===== src/inc/uxr_pkg.sv =====
/*
 Constants and carrier types for the extended register access block of a
 single-channel UART. Assumes the host register port and the status sources
 run on the same clock as the block.
*/
package uxr_pkg;
   // Host addresses of the shared three-bit register space.
   localparam logic [2:0] A_DATA = 3'h0;
   localparam logic [2:0] A_IEN = 3'h1;
   localparam logic [2:0] A_FEAT = 3'h2;
   localparam logic [2:0] A_LINE = 3'h3;
   localparam logic [2:0] A_MODEM = 3'h4;
   localparam logic [2:0] A_WIN = 3'h5;
   localparam logic [2:0] A_MSTAT = 3'h6;
   localparam logic [2:0] A_SCR = 3'h7;
   // Offsets of the indexed control set, as held in the scratch register.
   localparam logic [7:0] X_ACTL = 8'h00;
   localparam logic [7:0] X_PRESC = 8'h01;
   localparam logic [7:0] X_SCLK = 8'h02;
   localparam logic [7:0] X_CSRC = 8'h03;
   localparam logic [7:0] X_TXTRIG = 8'h04;
   localparam logic [7:0] X_RXTRIG = 8'h05;
   localparam logic [7:0] X_FLOWLO = 8'h06;
   localparam logic [7:0] X_FLOWHI = 8'h07;
   localparam logic [7:0] X_IDENT = 8'h08;
   // Key value and reset values.
   localparam logic [7:0] KEY_650 = 8'hbf;
   localparam logic [7:0] RST_ZERO = 8'h00;
   localparam logic [7:0] RST_DIV_LO = 8'h01;
   localparam logic [7:0] RST_PRESC = 8'h20;
   localparam logic [6:0] RST_LEVEL = 7'h00;
   localparam logic [1:0] RST_STAT_CTL = 2'h0;
   // Bit positions of the gating controls.
   localparam int B_DLAB = 7;
   localparam int B_STAT_EN = 7;
   localparam int B_WIN_RD = 6;

   // Status gathered from the UART core on the same clock.
   typedef struct packed {
      logic tx_idle;
      logic fifo_size;
      logic fifo_sel;
      logic special_det;
      logic [7:0] int_status;
      logic [7:0] line_status;
      logic [7:0] modem_status;
      logic [7:0] rx_level;
      logic [7:0] tx_level;
   } uxr_status_t;

   // Register contents handed to the UART core.
   typedef struct packed {
      logic [7:0] line_control;
      logic [7:0] interrupt_enable;
      logic [7:0] modem_control;
      logic [15:0] divisor;
      logic [7:0] enhanced_features;
      logic [7:0] resume_char_1;
      logic [7:0] resume_char_2;
      logic [7:0] pause_char_1;
      logic [7:0] pause_char_2;
      logic [7:0] additional_control;
      logic [7:0] clock_prescaler;
      logic [7:0] sample_clock_select;
      logic [7:0] clock_source_select;
      logic [6:0] tx_irq_trigger;
      logic [6:0] rx_irq_trigger;
      logic [6:0] flow_low_threshold;
      logic [6:0] flow_high_threshold;
      logic [1:0] tx_disable_ctl;
   } uxr_cfg_t;
endpackage


===== src/design/uxr_top.sv =====
/*
 Register access logic for the standard, 650 style, extended and indexed
 register sets of a single-channel UART. Assumes a host bus and status
 sources on i_clk; the modem pins DTR and RTS arrive asynchronously.
*/
`timescale 1ns/100ps
module uxr_top #(
   parameter logic [7:0] IDENT_1 = 8'h5a // Arbitrary identity value.
) (
   input wire logic i_clk,
   input wire logic i_srst,
   input wire logic i_ce,
   input wire logic i_soft_rst,
   input wire logic i_rd,
   input wire logic i_wr,
   input wire logic [2:0] i_addr,
   input wire logic [7:0] i_wdata,
   input wire uxr_pkg::uxr_status_t i_status,
   input wire logic i_dtr_pin,
   input wire logic i_rts_pin,
   input wire logic i_nine_bit,
   output logic [7:0] o_rdata,
   output logic o_rvalid,
   output uxr_pkg::uxr_cfg_t o_cfg,
   output logic o_special_mode
);
   logic rst;
   logic wr;
   logic rd;
   logic key_mode;
   logic dlab;
   logic stat_en;
   logic win_rd;
   logic wr_win;
   logic [1:0] pins;
   logic [7:0] line_control;
   logic [7:0] interrupt_enable;
   logic [7:0] modem_control;
   logic [7:0] scratch_offset;
   logic [7:0] div_lo;
   logic [7:0] div_hi;
   logic [7:0] enhanced_features;
   logic [7:0] resume_char_1;
   logic [7:0] resume_char_2;
   logic [7:0] pause_char_1;
   logic [7:0] pause_char_2;
   logic [7:0] additional_control;
   logic [7:0] clock_prescaler;
   logic [7:0] sample_clock_select;
   logic [7:0] clock_source_select;
   logic [6:0] tx_irq_trigger;
   logic [6:0] rx_irq_trigger;
   logic [6:0] flow_low_threshold;
   logic [6:0] flow_high_threshold;
   logic [1:0] tx_disable_ctl;
   logic [7:0] stat_rd;
   logic [7:0] win_data;
   logic [7:0] next_rdata;

   ////////////////////////////////////////////////////////////////////////
   // Access qualifiers.
   assign rst = i_srst || (i_ce && i_soft_rst);
   assign wr = i_ce && i_wr;
   assign rd = i_ce && i_rd;
   assign key_mode = (line_control == uxr_pkg::KEY_650);
   assign dlab = line_control[uxr_pkg::B_DLAB];
   assign stat_en = additional_control[uxr_pkg::B_STAT_EN];
   assign win_rd = additional_control[uxr_pkg::B_WIN_RD];
   // window writes blocked in key mode.
   assign wr_win = wr && i_addr == uxr_pkg::A_WIN && !key_mode;

   // DTR and RTS pin levels cross into the clock domain first.
   uxr_sync #(.W(2)) u_pins (.i_clk(i_clk), .i_srst(i_srst), .i_ce(i_ce),
      .i_d({i_dtr_pin, i_rts_pin}), .o_q(pins));

   ////////////////////////////////////////////////////////////////////////
   // Standard registers; reset values come from each instance.
   uxr_reg #(.W(8), .RST(uxr_pkg::RST_ZERO)) u_line (.i_clk(i_clk),
      .i_srst(rst), .i_ce(i_ce), .o_q(line_control), .i_d(i_wdata),
      .i_we(wr && i_addr == uxr_pkg::A_LINE));
   // interrupt enable only while status enable is clear.
   uxr_reg #(.W(8), .RST(uxr_pkg::RST_ZERO)) u_ien (.i_clk(i_clk),
      .i_srst(rst), .i_ce(i_ce), .o_q(interrupt_enable), .i_d(i_wdata),
      .i_we(wr && i_addr == uxr_pkg::A_IEN && !dlab && !stat_en));
   uxr_reg #(.W(8), .RST(uxr_pkg::RST_ZERO)) u_modem (.i_clk(i_clk),
      .i_srst(rst), .i_ce(i_ce), .o_q(modem_control), .i_d(i_wdata),
      .i_we(wr && i_addr == uxr_pkg::A_MODEM && !key_mode));
   // the offset is written at address 111.
   uxr_reg #(.W(8), .RST(uxr_pkg::RST_ZERO)) u_scr (.i_clk(i_clk),
      .i_srst(rst), .i_ce(i_ce), .o_q(scratch_offset), .i_d(i_wdata),
      .i_we(wr && i_addr == uxr_pkg::A_SCR && !key_mode));
   uxr_reg #(.W(8), .RST(uxr_pkg::RST_DIV_LO)) u_div_lo (.i_clk(i_clk),
      .i_srst(rst), .i_ce(i_ce), .o_q(div_lo), .i_d(i_wdata),
      .i_we(wr && i_addr == uxr_pkg::A_DATA && dlab));
   uxr_reg #(.W(8), .RST(uxr_pkg::RST_ZERO)) u_div_hi (.i_clk(i_clk),
      .i_srst(rst), .i_ce(i_ce), .o_q(div_hi), .i_d(i_wdata),
      .i_we(wr && i_addr == uxr_pkg::A_IEN && dlab));
   // only the two disable bits take host data.
   uxr_reg #(.W(2), .RST(uxr_pkg::RST_STAT_CTL)) u_txdis (.i_clk(i_clk),
      .i_srst(rst), .i_ce(i_ce), .o_q(tx_disable_ctl), .i_d(i_wdata[1:0]),
      .i_we(wr && i_addr == uxr_pkg::A_IEN && !dlab && stat_en));

   ////////////////////////////////////////////////////////////////////////
   // 650 style registers, reachable only in key mode.
   uxr_reg #(.W(8), .RST(uxr_pkg::RST_ZERO)) u_feat (.i_clk(i_clk),
      .i_srst(rst), .i_ce(i_ce), .o_q(enhanced_features), .i_d(i_wdata),
      .i_we(wr && i_addr == uxr_pkg::A_FEAT && key_mode));
   uxr_reg #(.W(8), .RST(uxr_pkg::RST_ZERO)) u_res1 (.i_clk(i_clk),
      .i_srst(rst), .i_ce(i_ce), .o_q(resume_char_1), .i_d(i_wdata),
      .i_we(wr && i_addr == uxr_pkg::A_MODEM && key_mode));
   uxr_reg #(.W(8), .RST(uxr_pkg::RST_ZERO)) u_res2 (.i_clk(i_clk),
      .i_srst(rst), .i_ce(i_ce), .o_q(resume_char_2), .i_d(i_wdata),
      .i_we(wr && i_addr == uxr_pkg::A_WIN && key_mode));
   uxr_reg #(.W(8), .RST(uxr_pkg::RST_ZERO)) u_pau1 (.i_clk(i_clk),
      .i_srst(rst), .i_ce(i_ce), .o_q(pause_char_1), .i_d(i_wdata),
      .i_we(wr && i_addr == uxr_pkg::A_MSTAT && key_mode));
   uxr_reg #(.W(8), .RST(uxr_pkg::RST_ZERO)) u_pau2 (.i_clk(i_clk),
      .i_srst(rst), .i_ce(i_ce), .o_q(pause_char_2), .i_d(i_wdata),
      .i_we(wr && i_addr == uxr_pkg::A_SCR && key_mode));

   ////////////////////////////////////////////////////////////////////////
   // window writes land on the register the offset selects.
   uxr_reg #(.W(8), .RST(uxr_pkg::RST_ZERO)) u_actl (.i_clk(i_clk),
      .i_srst(rst), .i_ce(i_ce), .o_q(additional_control), .i_d(i_wdata),
      .i_we(wr_win && scratch_offset == uxr_pkg::X_ACTL));
   uxr_reg #(.W(8), .RST(uxr_pkg::RST_PRESC)) u_presc (.i_clk(i_clk),
      .i_srst(rst), .i_ce(i_ce), .o_q(clock_prescaler), .i_d(i_wdata),
      .i_we(wr_win && scratch_offset == uxr_pkg::X_PRESC));
   uxr_reg #(.W(8), .RST(uxr_pkg::RST_ZERO)) u_sclk (.i_clk(i_clk),
      .i_srst(rst), .i_ce(i_ce), .o_q(sample_clock_select), .i_d(i_wdata),
      .i_we(wr_win && scratch_offset == uxr_pkg::X_SCLK));
   uxr_reg #(.W(8), .RST(uxr_pkg::RST_ZERO)) u_csrc (.i_clk(i_clk),
      .i_srst(rst), .i_ce(i_ce), .o_q(clock_source_select), .i_d(i_wdata),
      .i_we(wr_win && scratch_offset == uxr_pkg::X_CSRC));
   // levels keep seven bits; bit 7 is dropped on write.
   uxr_reg #(.W(7), .RST(uxr_pkg::RST_LEVEL)) u_txtrig (.i_clk(i_clk),
      .i_srst(rst), .i_ce(i_ce), .o_q(tx_irq_trigger), .i_d(i_wdata[6:0]),
      .i_we(wr_win && scratch_offset == uxr_pkg::X_TXTRIG));
   uxr_reg #(.W(7), .RST(uxr_pkg::RST_LEVEL)) u_rxtrig (.i_clk(i_clk),
      .i_srst(rst), .i_ce(i_ce), .o_q(rx_irq_trigger), .i_d(i_wdata[6:0]),
      .i_we(wr_win && scratch_offset == uxr_pkg::X_RXTRIG));
   uxr_reg #(.W(7), .RST(uxr_pkg::RST_LEVEL)) u_flowlo (.i_clk(i_clk),
      .i_srst(rst), .i_ce(i_ce), .o_q(flow_low_threshold), .i_d(i_wdata[6:0]),
      .i_we(wr_win && scratch_offset == uxr_pkg::X_FLOWLO));
   uxr_reg #(.W(7), .RST(uxr_pkg::RST_LEVEL)) u_flowhi (.i_clk(i_clk),
      .i_srst(rst), .i_ce(i_ce), .o_q(flow_high_threshold),
      .i_d(i_wdata[6:0]),
      .i_we(wr_win && scratch_offset == uxr_pkg::X_FLOWHI));

   ////////////////////////////////////////////////////////////////////////
   // Additional status: live bits from the core and pins, two stored bits.
   assign stat_rd = {i_status.tx_idle, i_status.fifo_size, i_status.fifo_sel,
      i_status.special_det, pins, tx_disable_ctl};

   // indexed read selected by the scratch offset; unknown offsets read 0.
   always_comb
   begin
      case (scratch_offset)
         uxr_pkg::X_ACTL: win_data = additional_control;
         uxr_pkg::X_PRESC: win_data = clock_prescaler;
         uxr_pkg::X_SCLK: win_data = sample_clock_select;
         uxr_pkg::X_CSRC: win_data = clock_source_select;
         uxr_pkg::X_TXTRIG: win_data = {1'b0, tx_irq_trigger};
         uxr_pkg::X_RXTRIG: win_data = {1'b0, rx_irq_trigger};
         uxr_pkg::X_FLOWLO: win_data = {1'b0, flow_low_threshold};
         uxr_pkg::X_FLOWHI: win_data = {1'b0, flow_high_threshold};
         uxr_pkg::X_IDENT: win_data = IDENT_1;
         default: win_data = 8'h00;
      endcase
   end

   // Read mux; receive data lives in the core, so address 000 reads zero here unless divisor access is set.
   always_comb
   begin
      next_rdata = 8'h00;
      case (i_addr)
         uxr_pkg::A_DATA: next_rdata = dlab ? div_lo : 8'h00;
         // status view needs divisor access clear.
         uxr_pkg::A_IEN: next_rdata = dlab ? div_hi :
            (stat_en ? stat_rd : interrupt_enable);
         uxr_pkg::A_FEAT: next_rdata = key_mode ? enhanced_features :
            i_status.int_status;
         // level replaces line control while status enable is set.
         uxr_pkg::A_LINE: next_rdata = stat_en ? i_status.rx_level :
            line_control;
         // tx level hidden in key mode.
         uxr_pkg::A_MODEM: next_rdata = key_mode ? resume_char_1 :
            (stat_en ? i_status.tx_level : modem_control);
         // line status or window by the read enable.
         uxr_pkg::A_WIN: next_rdata = key_mode ? resume_char_2 :
            (win_rd ? win_data : i_status.line_status);
         uxr_pkg::A_MSTAT: next_rdata = key_mode ? pause_char_1 :
            i_status.modem_status;
         uxr_pkg::A_SCR: next_rdata = key_mode ? pause_char_2 :
            scratch_offset;
         default: next_rdata = 8'h00;
      endcase
   end

   // Read data is registered; it holds until the next read.
   always_ff @(posedge i_clk)
   begin
      if (i_srst)
      begin
         o_rdata <= 8'h00;
         o_rvalid <= 1'b0;
      end
      else if (i_ce)
      begin
         o_rvalid <= i_rd;
         if (i_rd)
            o_rdata <= next_rdata;
      end
   end

   // nine-bit mode turns the flow characters into match characters.
   always_ff @(posedge i_clk)
   begin
      if (i_srst)
         o_special_mode <= 1'b0;
      else if (i_ce)
         o_special_mode <= i_nine_bit;
   end

   // Every field below is a register output.
   assign o_cfg = '{line_control: line_control,
      interrupt_enable: interrupt_enable, modem_control: modem_control,
      divisor: {div_hi, div_lo}, enhanced_features: enhanced_features,
      resume_char_1: resume_char_1, resume_char_2: resume_char_2,
      pause_char_1: pause_char_1, pause_char_2: pause_char_2,
      additional_control: additional_control,
      clock_prescaler: clock_prescaler,
      sample_clock_select: sample_clock_select,
      clock_source_select: clock_source_select,
      tx_irq_trigger: tx_irq_trigger, rx_irq_trigger: rx_irq_trigger,
      flow_low_threshold: flow_low_threshold,
      flow_high_threshold: flow_high_threshold,
      tx_disable_ctl: tx_disable_ctl};
endmodule


===== src/design/uxr_reg.sv =====
/*
 One writable register with a reset value and a write strobe.
 Assumes a synchronous reset and a clock enable on the same clock.
*/
`timescale 1ns/100ps
module uxr_reg #(
   parameter int W = 8,
   parameter logic [W-1:0] RST = '0
) (
   input wire logic i_clk,
   input wire logic i_srst,
   input wire logic i_ce,
   input wire logic i_we,
   input wire logic [W-1:0] i_d,
   output logic [W-1:0] o_q
);
   // Reset is not gated by the enable here; a soft reset is gated by i_ce before it arrives.
   always_ff @(posedge i_clk)
   begin
      if (i_srst)
         o_q <= RST;
      else if (i_ce && i_we)
         o_q <= i_d;
   end
endmodule


===== src/design/uxr_sync.sv =====
/*
 Two-flop synchroniser for pin levels.
 Assumes the inputs are slow levels from outside the clock domain.
*/
`timescale 1ns/100ps
module uxr_sync #(
   parameter int W = 2
) (
   input wire logic i_clk,
   input wire logic i_srst,
   input wire logic i_ce,
   input wire logic [W-1:0] i_d,
   output logic [W-1:0] o_q
);
   logic [W-1:0] meta;

   // The first stage feeds only the second stage.
   always_ff @(posedge i_clk)
   begin
      if (i_srst)
      begin
         meta <= '0;
         o_q <= '0;
      end
      else if (i_ce)
      begin
         meta <= i_d;
         o_q <= meta;
      end
   end
endmodule


===== config.mk =====
export PLATFORM = sky130hd
export DESIGN_NAME = uxr_top
export DESIGN_NICKNAME = d
export VERILOG_FILES = /design/src/inc/uxr_pkg.sv /design/src/design/uxr_top.sv /design/src/design/uxr_reg.sv /design/src/design/uxr_sync.sv
export SDC_FILE = /design/constraint.sdc
export NUM_CORES = 1
export LEC_CHECK = 0
export BUFFER_PORTS_ARGS = -buffer_cell sky130_fd_sc_hd__buf_2
export CAP_MARGIN = 20
export CORE_ASPECT_RATIO = 0.9
export CORE_UTILIZATION = 55
export CTS_BUF_LIST = sky130_fd_sc_hd__clkbuf_8
export DETAILED_ROUTE_END_ITERATION = 16
export PLACE_DENSITY = 0.83
export SLEW_MARGIN = 5
export SYNTH_ARGS = -nofsm -noshare
export SYNTH_HDL_FRONTEND = slang
export SYNTH_SLANG_ARGS = --single-unit

===== constraint.sdc =====
create_clock -name i_clk -period 2.75 [get_ports i_clk]
set_clock_uncertainty 0.05 [all_clocks]
set_input_delay 0.1375 -clock i_clk [delete_from_list [all_inputs] [get_ports i_clk]]
set_output_delay 0.1375 -clock i_clk [all_outputs]
set_load 0.01 [all_outputs]

==> impl_metrics.csv, run 1 <==
group,metric,value,unit
global_routing,grt_max_degree,57,
synth,syn_area_per_cell,9.32,um2
floorplan,io_pins,216,
synth,synth_edf_count,0,
pwr,vdd_drop_max,0.359,mV
synth,synth_top_cell_area_share,0.409,
floorplan,die_area,0.0151,mm2
sta,finalSetupViolations,0,
synth,synth_area_leaders,"dfxtp_1 41%, mux2i_1 21%, nor2_1 7.6%, nand2_1 2.8%, mux2_2 2.7%",
clocking,tritoncts,"built",
sta,period_minus_slack,2450,ps
worst_setup_path,crit_type,"flip-flop to flip-flop",
cells_and_area,utilization,0.681,
floorplan,start_util,0.568,
floorplan,die_h,117,um
synth,yosys.area.top_type,"dfxtp_1",
synth,ys.flop_type,"dfxtp_1",
clocking,clk_latency,470,ps
synth,synth_cell_types,62,
worst_setup_path,start_kind,"flip-flop",
sta,tns,0,ps
status,status,"finished clean",
clocking,numCtsBuffers,17,
cells_and_area,synthToLayoutAreaGrowth,20.0,%
routing,antenna_left,0,
cells_and_area,nets,1110,
sta,rsz0062_at_grt,"false",
worst_setup_path,max_stage_delay,1010,ps
pwr,p_per_area,461,mW/mm2
routing,drt_first_pass_iters,5,
clocking,post-cts-setup-buffer-count,0,
clocking,clk_pin_slew_worst_paths,90,ps
placed_design,place_area,0.00922,mm2
routing,drcViolationCount,0,
global_routing,grt_pass1_vias,6786,
synth,syn-num-nets,926,
worst_setup_path,path_cells,"nor2b_1, a221o_1, a22oi_1, o211ai_1, a32o_1",
global_routing,antenna_found_initial,0,
clocking,cts_buffer_depth,2,
sta,drv_slew,0,
synth,syn_inst,862,
synth,post-synth-top-count-cell,"mux2i_1",
routing,wl_per_cell,20.4,um
worst_setup_path,cpMaxStageDelayCell,"dfxtp_1",
worst_setup_path,worst_ep_arrival_time,2770,ps
synth,ys_warn_count,0,
sta,max_freq,408,MHz
routing,vias,7463,
worst_setup_path,path_max_fanout,25,
cells_and_area,final_area,0.00965,mm2
global_routing,grt_usage,0.340,
sta,fin_crit_sh,0.892,
placed_design,place_ws,369,ps
global_routing,gr-total-overflow,0,
placed_design,portBuffers,215,
clocking,clockRootBuffer,"clkbuf_8",
cells_and_area,diodes,0,
clocking,htreeDepth,4,
min_path,hold_class,"primary input to flip-flop",
worst_setup_path,cp_data_required_time,3070,ps
routing,vias_per_cell,5.96,
routing,routed_wirelength,25500,um
sta,tightest_slew,1030,ps
synth,ys_top_cells_by_count,"165 x mux2i_1, 164 x dfxtp_1, 163 x nor2_1",
routing,drtIter0Drc,686,
cells_and_area,drive_gt1_frac,0.296,
cells_and_area,regArea,0.00328,mm2
sta,slew_headroom,0.312,
global_routing,grt_pass1_wl,38000,um
floorplan,rows,41,
placed_design,gp_congestion,0.909,
job,drv_cap,0,
synth,ys_seq_area_frac,0.409,
synth,synth_area,0.00804,mm2
placed_design,hpwl,18100,um
synth,async_flop_share,0,
clocking,clock-sinks,164,
sta,setup_slack,297,ps
cells_and_area,fillCellCount,1174,
synth,ys_ff_latch,164,
pwr,leakagePower,4.21,nW
worst_setup_path,endpoint_kind,"flip-flop",
cells_and_area,multi_input_area,0.00442,mm2
floorplan,die_x,129,um
sta,finalHoldViolCount,0,
floorplan,core,0.0142,mm2
worst max-delay path, delay by kind of cell, from the launching register on:
| kind | cells | cell delay (ps) |
|---|---|---|
| AO/OA/AOI/OAI | 4 | 1020 |
| flip-flops | 1 | 1010 |
| AND/OR/NAND/NOR | 1 | 260 |
per-layer routing:
metal  global-route usage  wire (um)  vias to the layer above
li1                     -          -                     3444
met1                0.464      11100                     3547
met2                0.529      11400                      415
met3               0.0747       2330                       57
met4                0.122        687                        0
met5                    0          0                        -
cell type report:
| class | instances | area share |
|---|---|---|
| multi-input cells | 616 | 0.458 |
| well taps | 193 | 0.0250 |
| repair buffers | 242 | 0.135 |
| inverters | 5 | 0.00195 |
| clock buffers | 18 | 0.0257 |
| clock inverters | 14 | 0.0134 |
| flip-flops and latches | 164 | 0.340 |
timing repair:
action                     in CTS  in global routing
setup endpoints to repair       0                  0
hold endpoints to repair        4                  0
gates resized for setup         0                  0
hold buffers                    5                  0
report_power, final:
part | switching, mW | internal, mW
sequential | 0.0153 | 2.39
combinational | 0.244 | 0.129
clock | 0.927 | 0.746
total | 1.19 | 3.26
cell families (layout without fill, tap and decap cells):
family,count (synthesis),after routing,synth area share
AO/OA/AOI/OAI,123,123,0.117
AND/OR/NAND/NOR,304,304,0.187
flip-flops,164,164,0.409
buffers and inverters,82,279,0.0422
multiplexers,189,189,0.246
final timing paths:
| kind | startpoint | to | slack (ps) | cells after the start |
|---|---|---|---|---|
| hold reg to reg | u_div_lo.o_q[7]$_SDFFE_PP0P_ | u_div_lo.o_q[7]$_SDFFE_PP0P_ | 430 | 2 |
| setup reg to reg | u_scr.o_q[0]$_SDFFE_PP0P_ | o_rdata[1]$_SDFFE_PP0P_ | 300 | 5 |
| hold / removal | i_soft_rst | u_presc.o_q[5]$_SDFFE_PP1P_ | 20 | 3 |
| setup / recovery | u_scr.o_q[0]$_SDFFE_PP0P_ | o_rdata[1]$_SDFFE_PP0P_ | 300 | 5 |
sequential cells by signal, indices dropped and copies added, names as in the netlist, 8 cells and up:
| signal | flops |
|---|---|
| u_res1.o_q | 8 |
| u_sclk.o_q | 8 |
| u_feat.o_q | 8 |
| u_res2.o_q | 8 |
| u_actl.o_q | 8 |
| u_modem.o_q | 8 |
| o_rdata | 8 |
| u_div_hi.o_q | 8 |
| u_scr.o_q | 8 |
| u_pau1.o_q | 8 |
| u_div_lo.o_q | 8 |
| u_pau2.o_q | 8 |
| u_ien.o_q | 8 |
| u_csrc.o_q | 8 |
| u_presc.o_q | 8 |
| u_line.o_q | 8 |
cell usage in the layout (no fill, tap or decap), types with 4 or more instances in the layout:
| cell | Yosys | final |
|---|---|---|
| a21oi_1 | 22 | 22 |
| mux2_2 | 19 | 19 |
| nor3_4 | 10 | 10 |
| clkbuf_8 | 0 | 18 |
| a221oi_1 | 5 | 5 |
| inv_1 | 5 | 6 |
| o211a_1 | 4 | 4 |
| nor3_1 | 4 | 4 |
| o22ai_1 | 5 | 5 |
| clkinvlp_4 | 0 | 5 |
| or3_1 | 4 | 4 |
| buf_2 | 13 | 215 |
| mux4_2 | 5 | 5 |
| inv_6 | 0 | 4 |
| nor2b_1 | 6 | 6 |
| a221o_1 | 12 | 12 |
| mux2i_1 | 165 | 165 |
| o2bb2ai_1 | 4 | 4 |
| o211ai_1 | 15 | 15 |
| and3_1 | 5 | 5 |
| dlygate4sd3_1 | 0 | 5 |
| o2111ai_1 | 6 | 6 |
| o21ai_0 | 13 | 13 |
| nand2_1 | 59 | 59 |
| buf_4 | 0 | 21 |
| a22oi_1 | 5 | 5 |
| nor2_1 | 163 | 163 |
| dfxtp_1 | 164 | 164 |
| nand2b_1 | 11 | 11 |
| nand3_1 | 15 | 15 |
| and2_1 | 6 | 6 |
stage by stage:
step	hold slack, ps	power, mW	std cells
after CTS	9.36	4.45	1252
after global routing	17.9	4.59	1252
after floorplan	224	2.67	862
after detailed placement	344	2.82	1215
final	24.2	4.45	1252
after global placement	326	2.81	1215
Power figures use the tool's default switching activity.
==> run 2: changes to the inputs <==
--- a/config.mk
+++ b/config.mk
@@ -11,6 +11,7 @@
 export CORE_UTILIZATION = 55
 export CTS_BUF_LIST = sky130_fd_sc_hd__clkbuf_8
 export DETAILED_ROUTE_END_ITERATION = 16
+export GPL_TIMING_DRIVEN = 0
 export PLACE_DENSITY = 0.83
 export SLEW_MARGIN = 5
 export SYNTH_ARGS = -nofsm -noshare
==> run 2 against run 1 <==
Sequential share of layout area fell by 0.52 points; clock power rose by 13%; first-iteration DRC count rose by 46%; global-route usage rose by 4.8 points; non-clock buffer count rose by 47; combinational power rose by 10%; die area did not move; utilization rose by 1.1 points; cell count rose by 3.7%; flip-flop and latch count did not move; design area rose by 1.5%; critical path type unchanged; largest cell class unchanged.
==> impl_metrics.csv, run 2 (synthesized netlist as in run 1, its figures left out) <==
group,metric,value,unit
pwr,power.internal,3.49,mW
cells_and_area,final_common_cell,"buf_2",
cells_and_area,layout_common_cells,"218 x buf_2, 165 x mux2i_1, 164 x dfxtp_1",
pwr,combPwrFrac,0.088,
min_path,hold_class,"primary input to flip-flop",
pwr,switchingPower,1.21,mW
routing,vias,8074,
placed_design,gp_congestion,0.973,
floorplan,die_x,129,um
sta,period_minus_slack,2730,ps
cells_and_area,drive_gt1_frac,0.270,
placed_design,hpwl,20800,um
worst_setup_path,path_max_fanout,10,
floorplan,die_h,117,um
global_routing,grt_max_degree,17,
sta,finalHoldViolCount,0,
pwr,vdd_drop_max,0.342,mV
routing,antenna_left,0,
sta,slew_headroom,0.261,
routing,wl_per_cell,22.2,um
global_routing,grt_usage,0.387,
worst_setup_path,crit_type,"flip-flop to flip-flop",
cells_and_area,diodes,0,
floorplan,core,0.0142,mm2
clocking,cts_buffer_depth,2,
routing,drt_first_pass_iters,6,
sta,tightest_slew,1100,ps
worst_setup_path,endpoint_kind,"flip-flop",
clocking,clk_latency,480,ps
routing,drcViolationCount,0,
global_routing,antenna_found_initial,0,
clocking,clk_pin_slew_worst_paths,90,ps
sta,fin_crit_sh,0.994,
floorplan,start_util,0.568,
routing,drtIter0Drc,1003,
job,drv_cap,0,
cells_and_area,multi_input_area,0.00441,mm2
global_routing,grt_pass1_wl,42300,um
cells_and_area,nets,1157,
cells_and_area,fillCellCount,1173,
worst_setup_path,start_kind,"flip-flop",
worst_setup_path,worst_ep_arrival_time,3030,ps
placed_design,portBuffers,207,
sta,rsz0062_at_grt,"false",
clocking,numCtsBuffers,17,
pwr,leakagePower,4.23,nW
routing,vias_per_cell,6.22,
pwr,p_clk_frac,0.402,
clocking,post-cts-setup-buffer-count,0,
floorplan,die_area,0.0151,mm2
clocking,tritoncts,"built",
sta,finalSetupViolations,0,
pwr,swShare,0.258,
floorplan,rows,41,
worst_setup_path,cp_data_required_time,3050,ps
status,status,"finished clean",
clocking,htreeDepth,4,
global_routing,grt_pass1_vias,7217,
clocking,clock-sinks,164,
global_routing,gr-total-overflow,0,
sta,max_freq,366,MHz
pwr,p_per_area,480,mW/mm2
sta,tns,0,ps
cells_and_area,regArea,0.00328,mm2
routing,routed_wirelength,28800,um
clocking,clockRootBuffer,"clkbuf_8",
floorplan,io_pins,216,
sta,fin_worst_hold_slack,52.2,ps
cells_and_area,synthToLayoutAreaGrowth,21.9,%
sta,drv_slew,0,
pwr,seq_power_share,0.511,
-- run 2: cell types whose count changed in the layout (fill, tap and decap cells not counted), sizes merged --
cell / before / now
inv: 10 / 7
bufinv: 1 / 3
clkinvlp: 5 / 3
clkbuf: 18 / 74
buf: 237 / 230
-- run 2: cell type report --
type / instances / share of cell area
multi-input combinational: 616 / 0.451
sequential: 164 / 0.335
timing repair buffer: 212 / 0.111
buffer: 77 / 0.0333
clock buffer: 20 / 0.0281
tap: 193 / 0.0247
clock inverter: 11 / 0.0152
inverter: 5 / 0.00192
-- run 2: layer usage --
layer  track usage  wire length [um]  vias to the layer above
met5             0                 0                        -
met2         0.589             12500                      619
met1         0.513             11200                     3827
li1              -                 -                     3530
met4         0.174              1160                        0
met3         0.108              3840                       98
-- run 2: critical path: stages (launching register included) --
cell and delay (ps):
dfxtp_1 380, buf_2 330, clkbuf_4 340, clkbuf_4 320, mux2i_1 240, o21ai_0 210
a221oi_1 580, o22ai_1 150
-- run 2: repair_timing --
| item | CTS | global route |
|---|---|---|
| resized for setup | 0 | 3 |
| setup endpoints to repair | 0 | 5 |
| hold buffers | 5 | 0 |
| hold endpoints to repair | 8 | 0 |
-- run 2: final timing paths --
kind	from	to	slack [ps]	cells past startpoint
min reg2reg	u_csrc.o_q[4]$_SDFFE_PP0P_	u_csrc.o_q[4]$_SDFFE_PP0P_	430	2
max reg2reg	u_actl.o_q[7]$_SDFFE_PP0P_	o_rdata[2]$_SDFFE_PP0P_	20	7
max	u_actl.o_q[7]$_SDFFE_PP0P_	o_rdata[2]$_SDFFE_PP0P_	20	7
min	i_status[27]	o_rdata[3]$_SDFFE_PP0P_	50	4
-- run 2: power groups by stage --
| stage | sequential (mW) | clock [mW] | combinational, mW |
|---|---|---|---|
| after global placement | 2.46 | 0 | 0.386 |
| final | 2.40 | 1.89 | 0.412 |
| after global routing | 2.40 | 2.01 | 0.432 |
| after detailed placement | 2.46 | 0 | 0.389 |
| after CTS | 2.40 | 1.89 | 0.397 |
| after floorplan | 2.46 | 0 | 0.211 |
-- run 2: metrics by stage --
step | utilization | area (um2) | power, mW | setup WS, ps | std cells
final | 0.692 | 9790 | 4.70 | 15.2 | 1298
after global routing | 0.692 | 9790 | 4.84 | 24.3 | 1298
after CTS | 0.691 | 9790 | 4.69 | 9.93 | 1298
after detailed placement | 0.658 | 9310 | 2.85 | 28.9 | 1262
after global placement | 0.658 | 9310 | 2.84 | 29.5 | 1262
after floorplan | - | 8040 | 2.67 | 706 | 862
==> run 3: changes to the inputs <==
--- a/config.mk
+++ b/config.mk
@@ -5,14 +5,17 @@
 export SDC_FILE = /design/constraint.sdc
 export NUM_CORES = 1
 export LEC_CHECK = 0
+export ABC_AREA = 1
 export BUFFER_PORTS_ARGS = -buffer_cell sky130_fd_sc_hd__buf_2
 export CAP_MARGIN = 20
 export CORE_ASPECT_RATIO = 0.9
-export CORE_UTILIZATION = 55
+export CORE_UTILIZATION = 54
 export CTS_BUF_LIST = sky130_fd_sc_hd__clkbuf_8
 export DETAILED_ROUTE_END_ITERATION = 16
+export GPL_ROUTABILITY_DRIVEN = 0
 export GPL_TIMING_DRIVEN = 0
 export PLACE_DENSITY = 0.83
+export REMOVE_ABC_BUFFERS = 1
 export SLEW_MARGIN = 5
 export SYNTH_ARGS = -nofsm -noshare
 export SYNTH_HDL_FRONTEND = slang
==> run 3 against run 2 <==
Fmax up 5.8%; non-clock buffer count shrank 43; count of clock-buffer cells in the layout is 3 higher; worst setup slack improved by 150 ps; sequential power about the same; critical path depth up 2; via count up 8.4%; highest routed layer unchanged.
==> impl_metrics.csv, run 3 <==
group,metric,value,unit
worst_setup_path,crit_buf_inv,3,
pwr,power.internal,3.55,mW
global_routing,grt_pass1_wl,41000,um
routing,antenna_left,0,
cells_and_area,nets,1363,
floorplan,die_h,114,um
global_routing,gr-total-overflow,0,
synth,syn_area_per_cell,6.86,um2
synth,ys_warn_count,0,
min_path,hold_depth,3,
clocking,clock-sinks,164,
worst_setup_path,path_max_fanout,30,
worst_setup_path,endpoint_kind,"flip-flop",
min_path,min_to,"u_div_lo.o_q[0]$_SDFFE_PP1P_",
worst_setup_path,crit_family,"simple AND/OR/NAND/NOR gates",
synth,synth_top_cell_area_share,0.435,
routing,routed_wirelength,27500,um
worst_setup_path,rrSetupSlack,170,ps
cells_and_area,layout_common_cells,"215 x buf_2, 213 x nand2_1, 164 x o21ai_0, 164 x a21oi_1, 162 x dfxtp_1",
sta,tightest_slew,895,ps
synth,post-synth-top-count-cell,"nand2_1",
synth,synth_edf_count,0,
pwr,p_per_area,501,mW/mm2
floorplan,die_x,127,um
pwr,vdd_drop_max,0.448,mV
min_path,worst_hold_startpoint,"i_wdata[0]",
sta,setup_slack,166,ps
routing,drt_first_pass_iters,9,
routing,vias,8754,
job,drv_cap,0,
synth,ys_seq_area_frac,0.435,
synth,ys.flop_type,"dfxtp_1",
placed_design,portBuffers,215,
cells_and_area,utilization,0.695,
synth,ys_ff_latch,164,
cells_and_area,final_area,0.00940,mm2
sta,drv_slew,0,
min_path,hold_class,"primary input to flip-flop",
routing,vias_per_cell,5.92,
clocking,clk_pin_slew_worst_paths,90,ps
cells_and_area,synthToLayoutAreaGrowth,24.5,%
sta,finalSetupViolations,0,
synth,yosys.area.top_type,"dfxtp_1",
worst_setup_path,path_cells,"inv_2, nor3_1, nand2_4, nor2_1, inv_1, nor4_4, buf_4, o21ai_0, a21oi_1",
worst_setup_path,r2r-start,"u_line.o_q[7]$_SDFFE_PP0P_",
clocking,htreeDepth,4,
worst_setup_path,regToRegEndpoint,"u_feat.o_q[1]$_SDFFE_PP0P_",
global_routing,antenna_found_initial,1,
pwr,switchingPower,1.16,mW
worst_setup_path,start_kind,"flip-flop",
sta,finalHoldViolCount,0,
worst_setup_path,cpMaxStageDelayCell,"dfxtp_2",
routing,drcViolationCount,0,
placed_design,place_area,0.00865,mm2
synth,async_flop_share,0,
floorplan,rows,40,
cells_and_area,final_common_cell,"buf_2",
global_routing,grt_pass1_vias,7538,
status,status,"finished clean",
routing,drtIter0Drc,1327,
worst_setup_path,max_stage_delay,510,ps
synth,ys_top_cells_by_count,"214 x nand2_1, 165 x a21oi_1, 164 x dfxtp_1, 164 x o21ai_0, 97 x nor2_1",
floorplan,die_area,0.0144,mm2
sta,period_minus_slack,2580,ps
worst_setup_path,crit_type,"flip-flop to flip-flop",
synth,synth_area_leaders,"dfxtp_1 44%, a21oi_1 11%, o21ai_0 11%, nand2_1 11%, nand3_1 5.2%",
clocking,tritoncts,"built",
pwr,swShare,0.246,
synth,synth_area,0.00754,mm2
clocking,clockRootBuffer,"clkbuf_8",
global_routing,grt_usage,0.377,
routing,wl_per_cell,18.6,um
worst_setup_path,worst_ep_arrival_time,2920,ps
sta,max_freq,387,MHz
pwr,seq_power_share,0.511,
worst_setup_path,worstRegToRegCells,9,
cells_and_area,drive_gt1_frac,0.215,
global_routing,grt_max_degree,47,
pwr,p_clk_frac,0.398,
sta,slew_headroom,0.402,
clocking,cts_buffer_depth,2,
clocking,numCtsBuffers,17,
clocking,clk_latency,470,ps
sta,fin_crit_sh,0.940,
pwr,leakagePower,4.51,nW
floorplan,start_util,0.558,
worst_setup_path,cp_data_required_time,3090,ps
floorplan,io_pins,216,
pwr,combPwrFrac,0.090,
placed_design,place_ws,-618,ps
pwr,p_total,4.71,mW
floorplan,core,0.0135,mm2
placed_design,hpwl,18400,um
synth,synth_cell_types,23,
synth,syn_inst,1100,
sta,fin_worst_hold_slack,28.7,ps
==> run 3: changes by cell type in the layout (fill, tap and decap cells not counted), sizes merged, moves of 11 or more <==
| cell | delta |
|---|---|
| inv | +90 |
| nor2 | -63 |
| clkbuf | -51 |
| nand3 | +66 |
| mux2i | -165 |
| o21ai | +159 |
| a221o | -12 |
| nand2 | +154 |
| dlygate4sd3 | +17 |
| nand2b | -11 |
| a211oi | +19 |
| o211ai | -12 |
| a21oi | +143 |
| mux2 | -19 |
==> run 3: power by group through the flow <==
stage,clock (mW),sequential [mW],combinational (mW)
6_report,1.88,2.41,0.425
5_1_grt,1.98,2.41,0.450
4_1_cts,1.87,2.41,0.396
3_5_place_dp,0,2.46,0.367
3_3_place_gp,0,2.46,0.355
2_1_floorplan,0,2.47,0.173
==> run 3: worst min-delay path, delay by kind of cell <==
kind                   cells  cell delay (ps)
AO/OA/AOI/OAI              2              170
buffers and inverters      1              200
==> run 3: cells by family (layout without fill, tap and decap cells) <==
kind of cell    after synthesis  count (layout)  share of synthesized area
flops                       164             164                      0.435
other cells                   0               1                          0
compound gates              364             364                      0.250
simple gates                408             408                      0.227
buf+inv                     164             374                     0.0872
==> run 3: worst max-delay path by stage <==
stage	end	slack, ps	start	cells past startpoint
finish	u_feat.o_q[1]$_SDFFE_PP0P_	170	u_line.o_q[7]$_SDFFE_PP0P_	9
global route	u_actl.o_q[7]$_SDFFE_PP0P_	-3	u_line.o_q[7]$_SDFFE_PP0P_	8
CTS	u_pau1.o_q[0]$_SDFFE_PP0P_	-3	u_line.o_q[7]$_SDFFE_PP0P_	8
detailed placement	u_pau1.o_q[0]$_SDFFE_PP0P_	-620	u_line.o_q[7]$_SDFFE_PP0P_	8
global placement	u_flowlo.o_q[1]$_SDFFE_PP0P_	-6770	i_srst	4
floorplan	u_div_lo.o_q[0]$_SDFFE_PP1P_	-2460	i_soft_rst	4
==> run 3: what timing repair did <==
| item | CTS | global route |
|---|---|---|
| cloned | 0 | 0 |
| hold endpoints to repair | 17 | 0 |
| endpoints found under the setup margin | 120 | 93 |
| resized for setup | 6 | 8 |
| pin swaps | 0 | 1 |
| buffers inserted | 0 | 1 |
| hold buffers | 22 | 0 |
==> run 3: per-layer routing <==
layer  track usage  share of wire  up-vias
met3        0.0846           0.13      111
met2         0.563           0.43      634
met1         0.509           0.38     3941
met5             0              0        -
li1              -              -     4068
met4         0.201          0.051        0
==> run 3: area by class of cell <==
cell class,count,area (um2)
repair buffers,246,1440
fillers,1167,4120
multi-input cells,772,3670
clock inverters,7,105
well taps,168,210
clock buffers,23,317
flip-flops and latches,164,3290
inverters,98,368
diodes,1,2.50
==> run 3: stage by stage <==
stage               TNS (ps)  std cells
global route           -2.91       1479
finish                     0       1479
CTS                    -2.64       1475
global placement     -676990       1417
detailed placement    -32250       1423
floorplan            -203480       1034
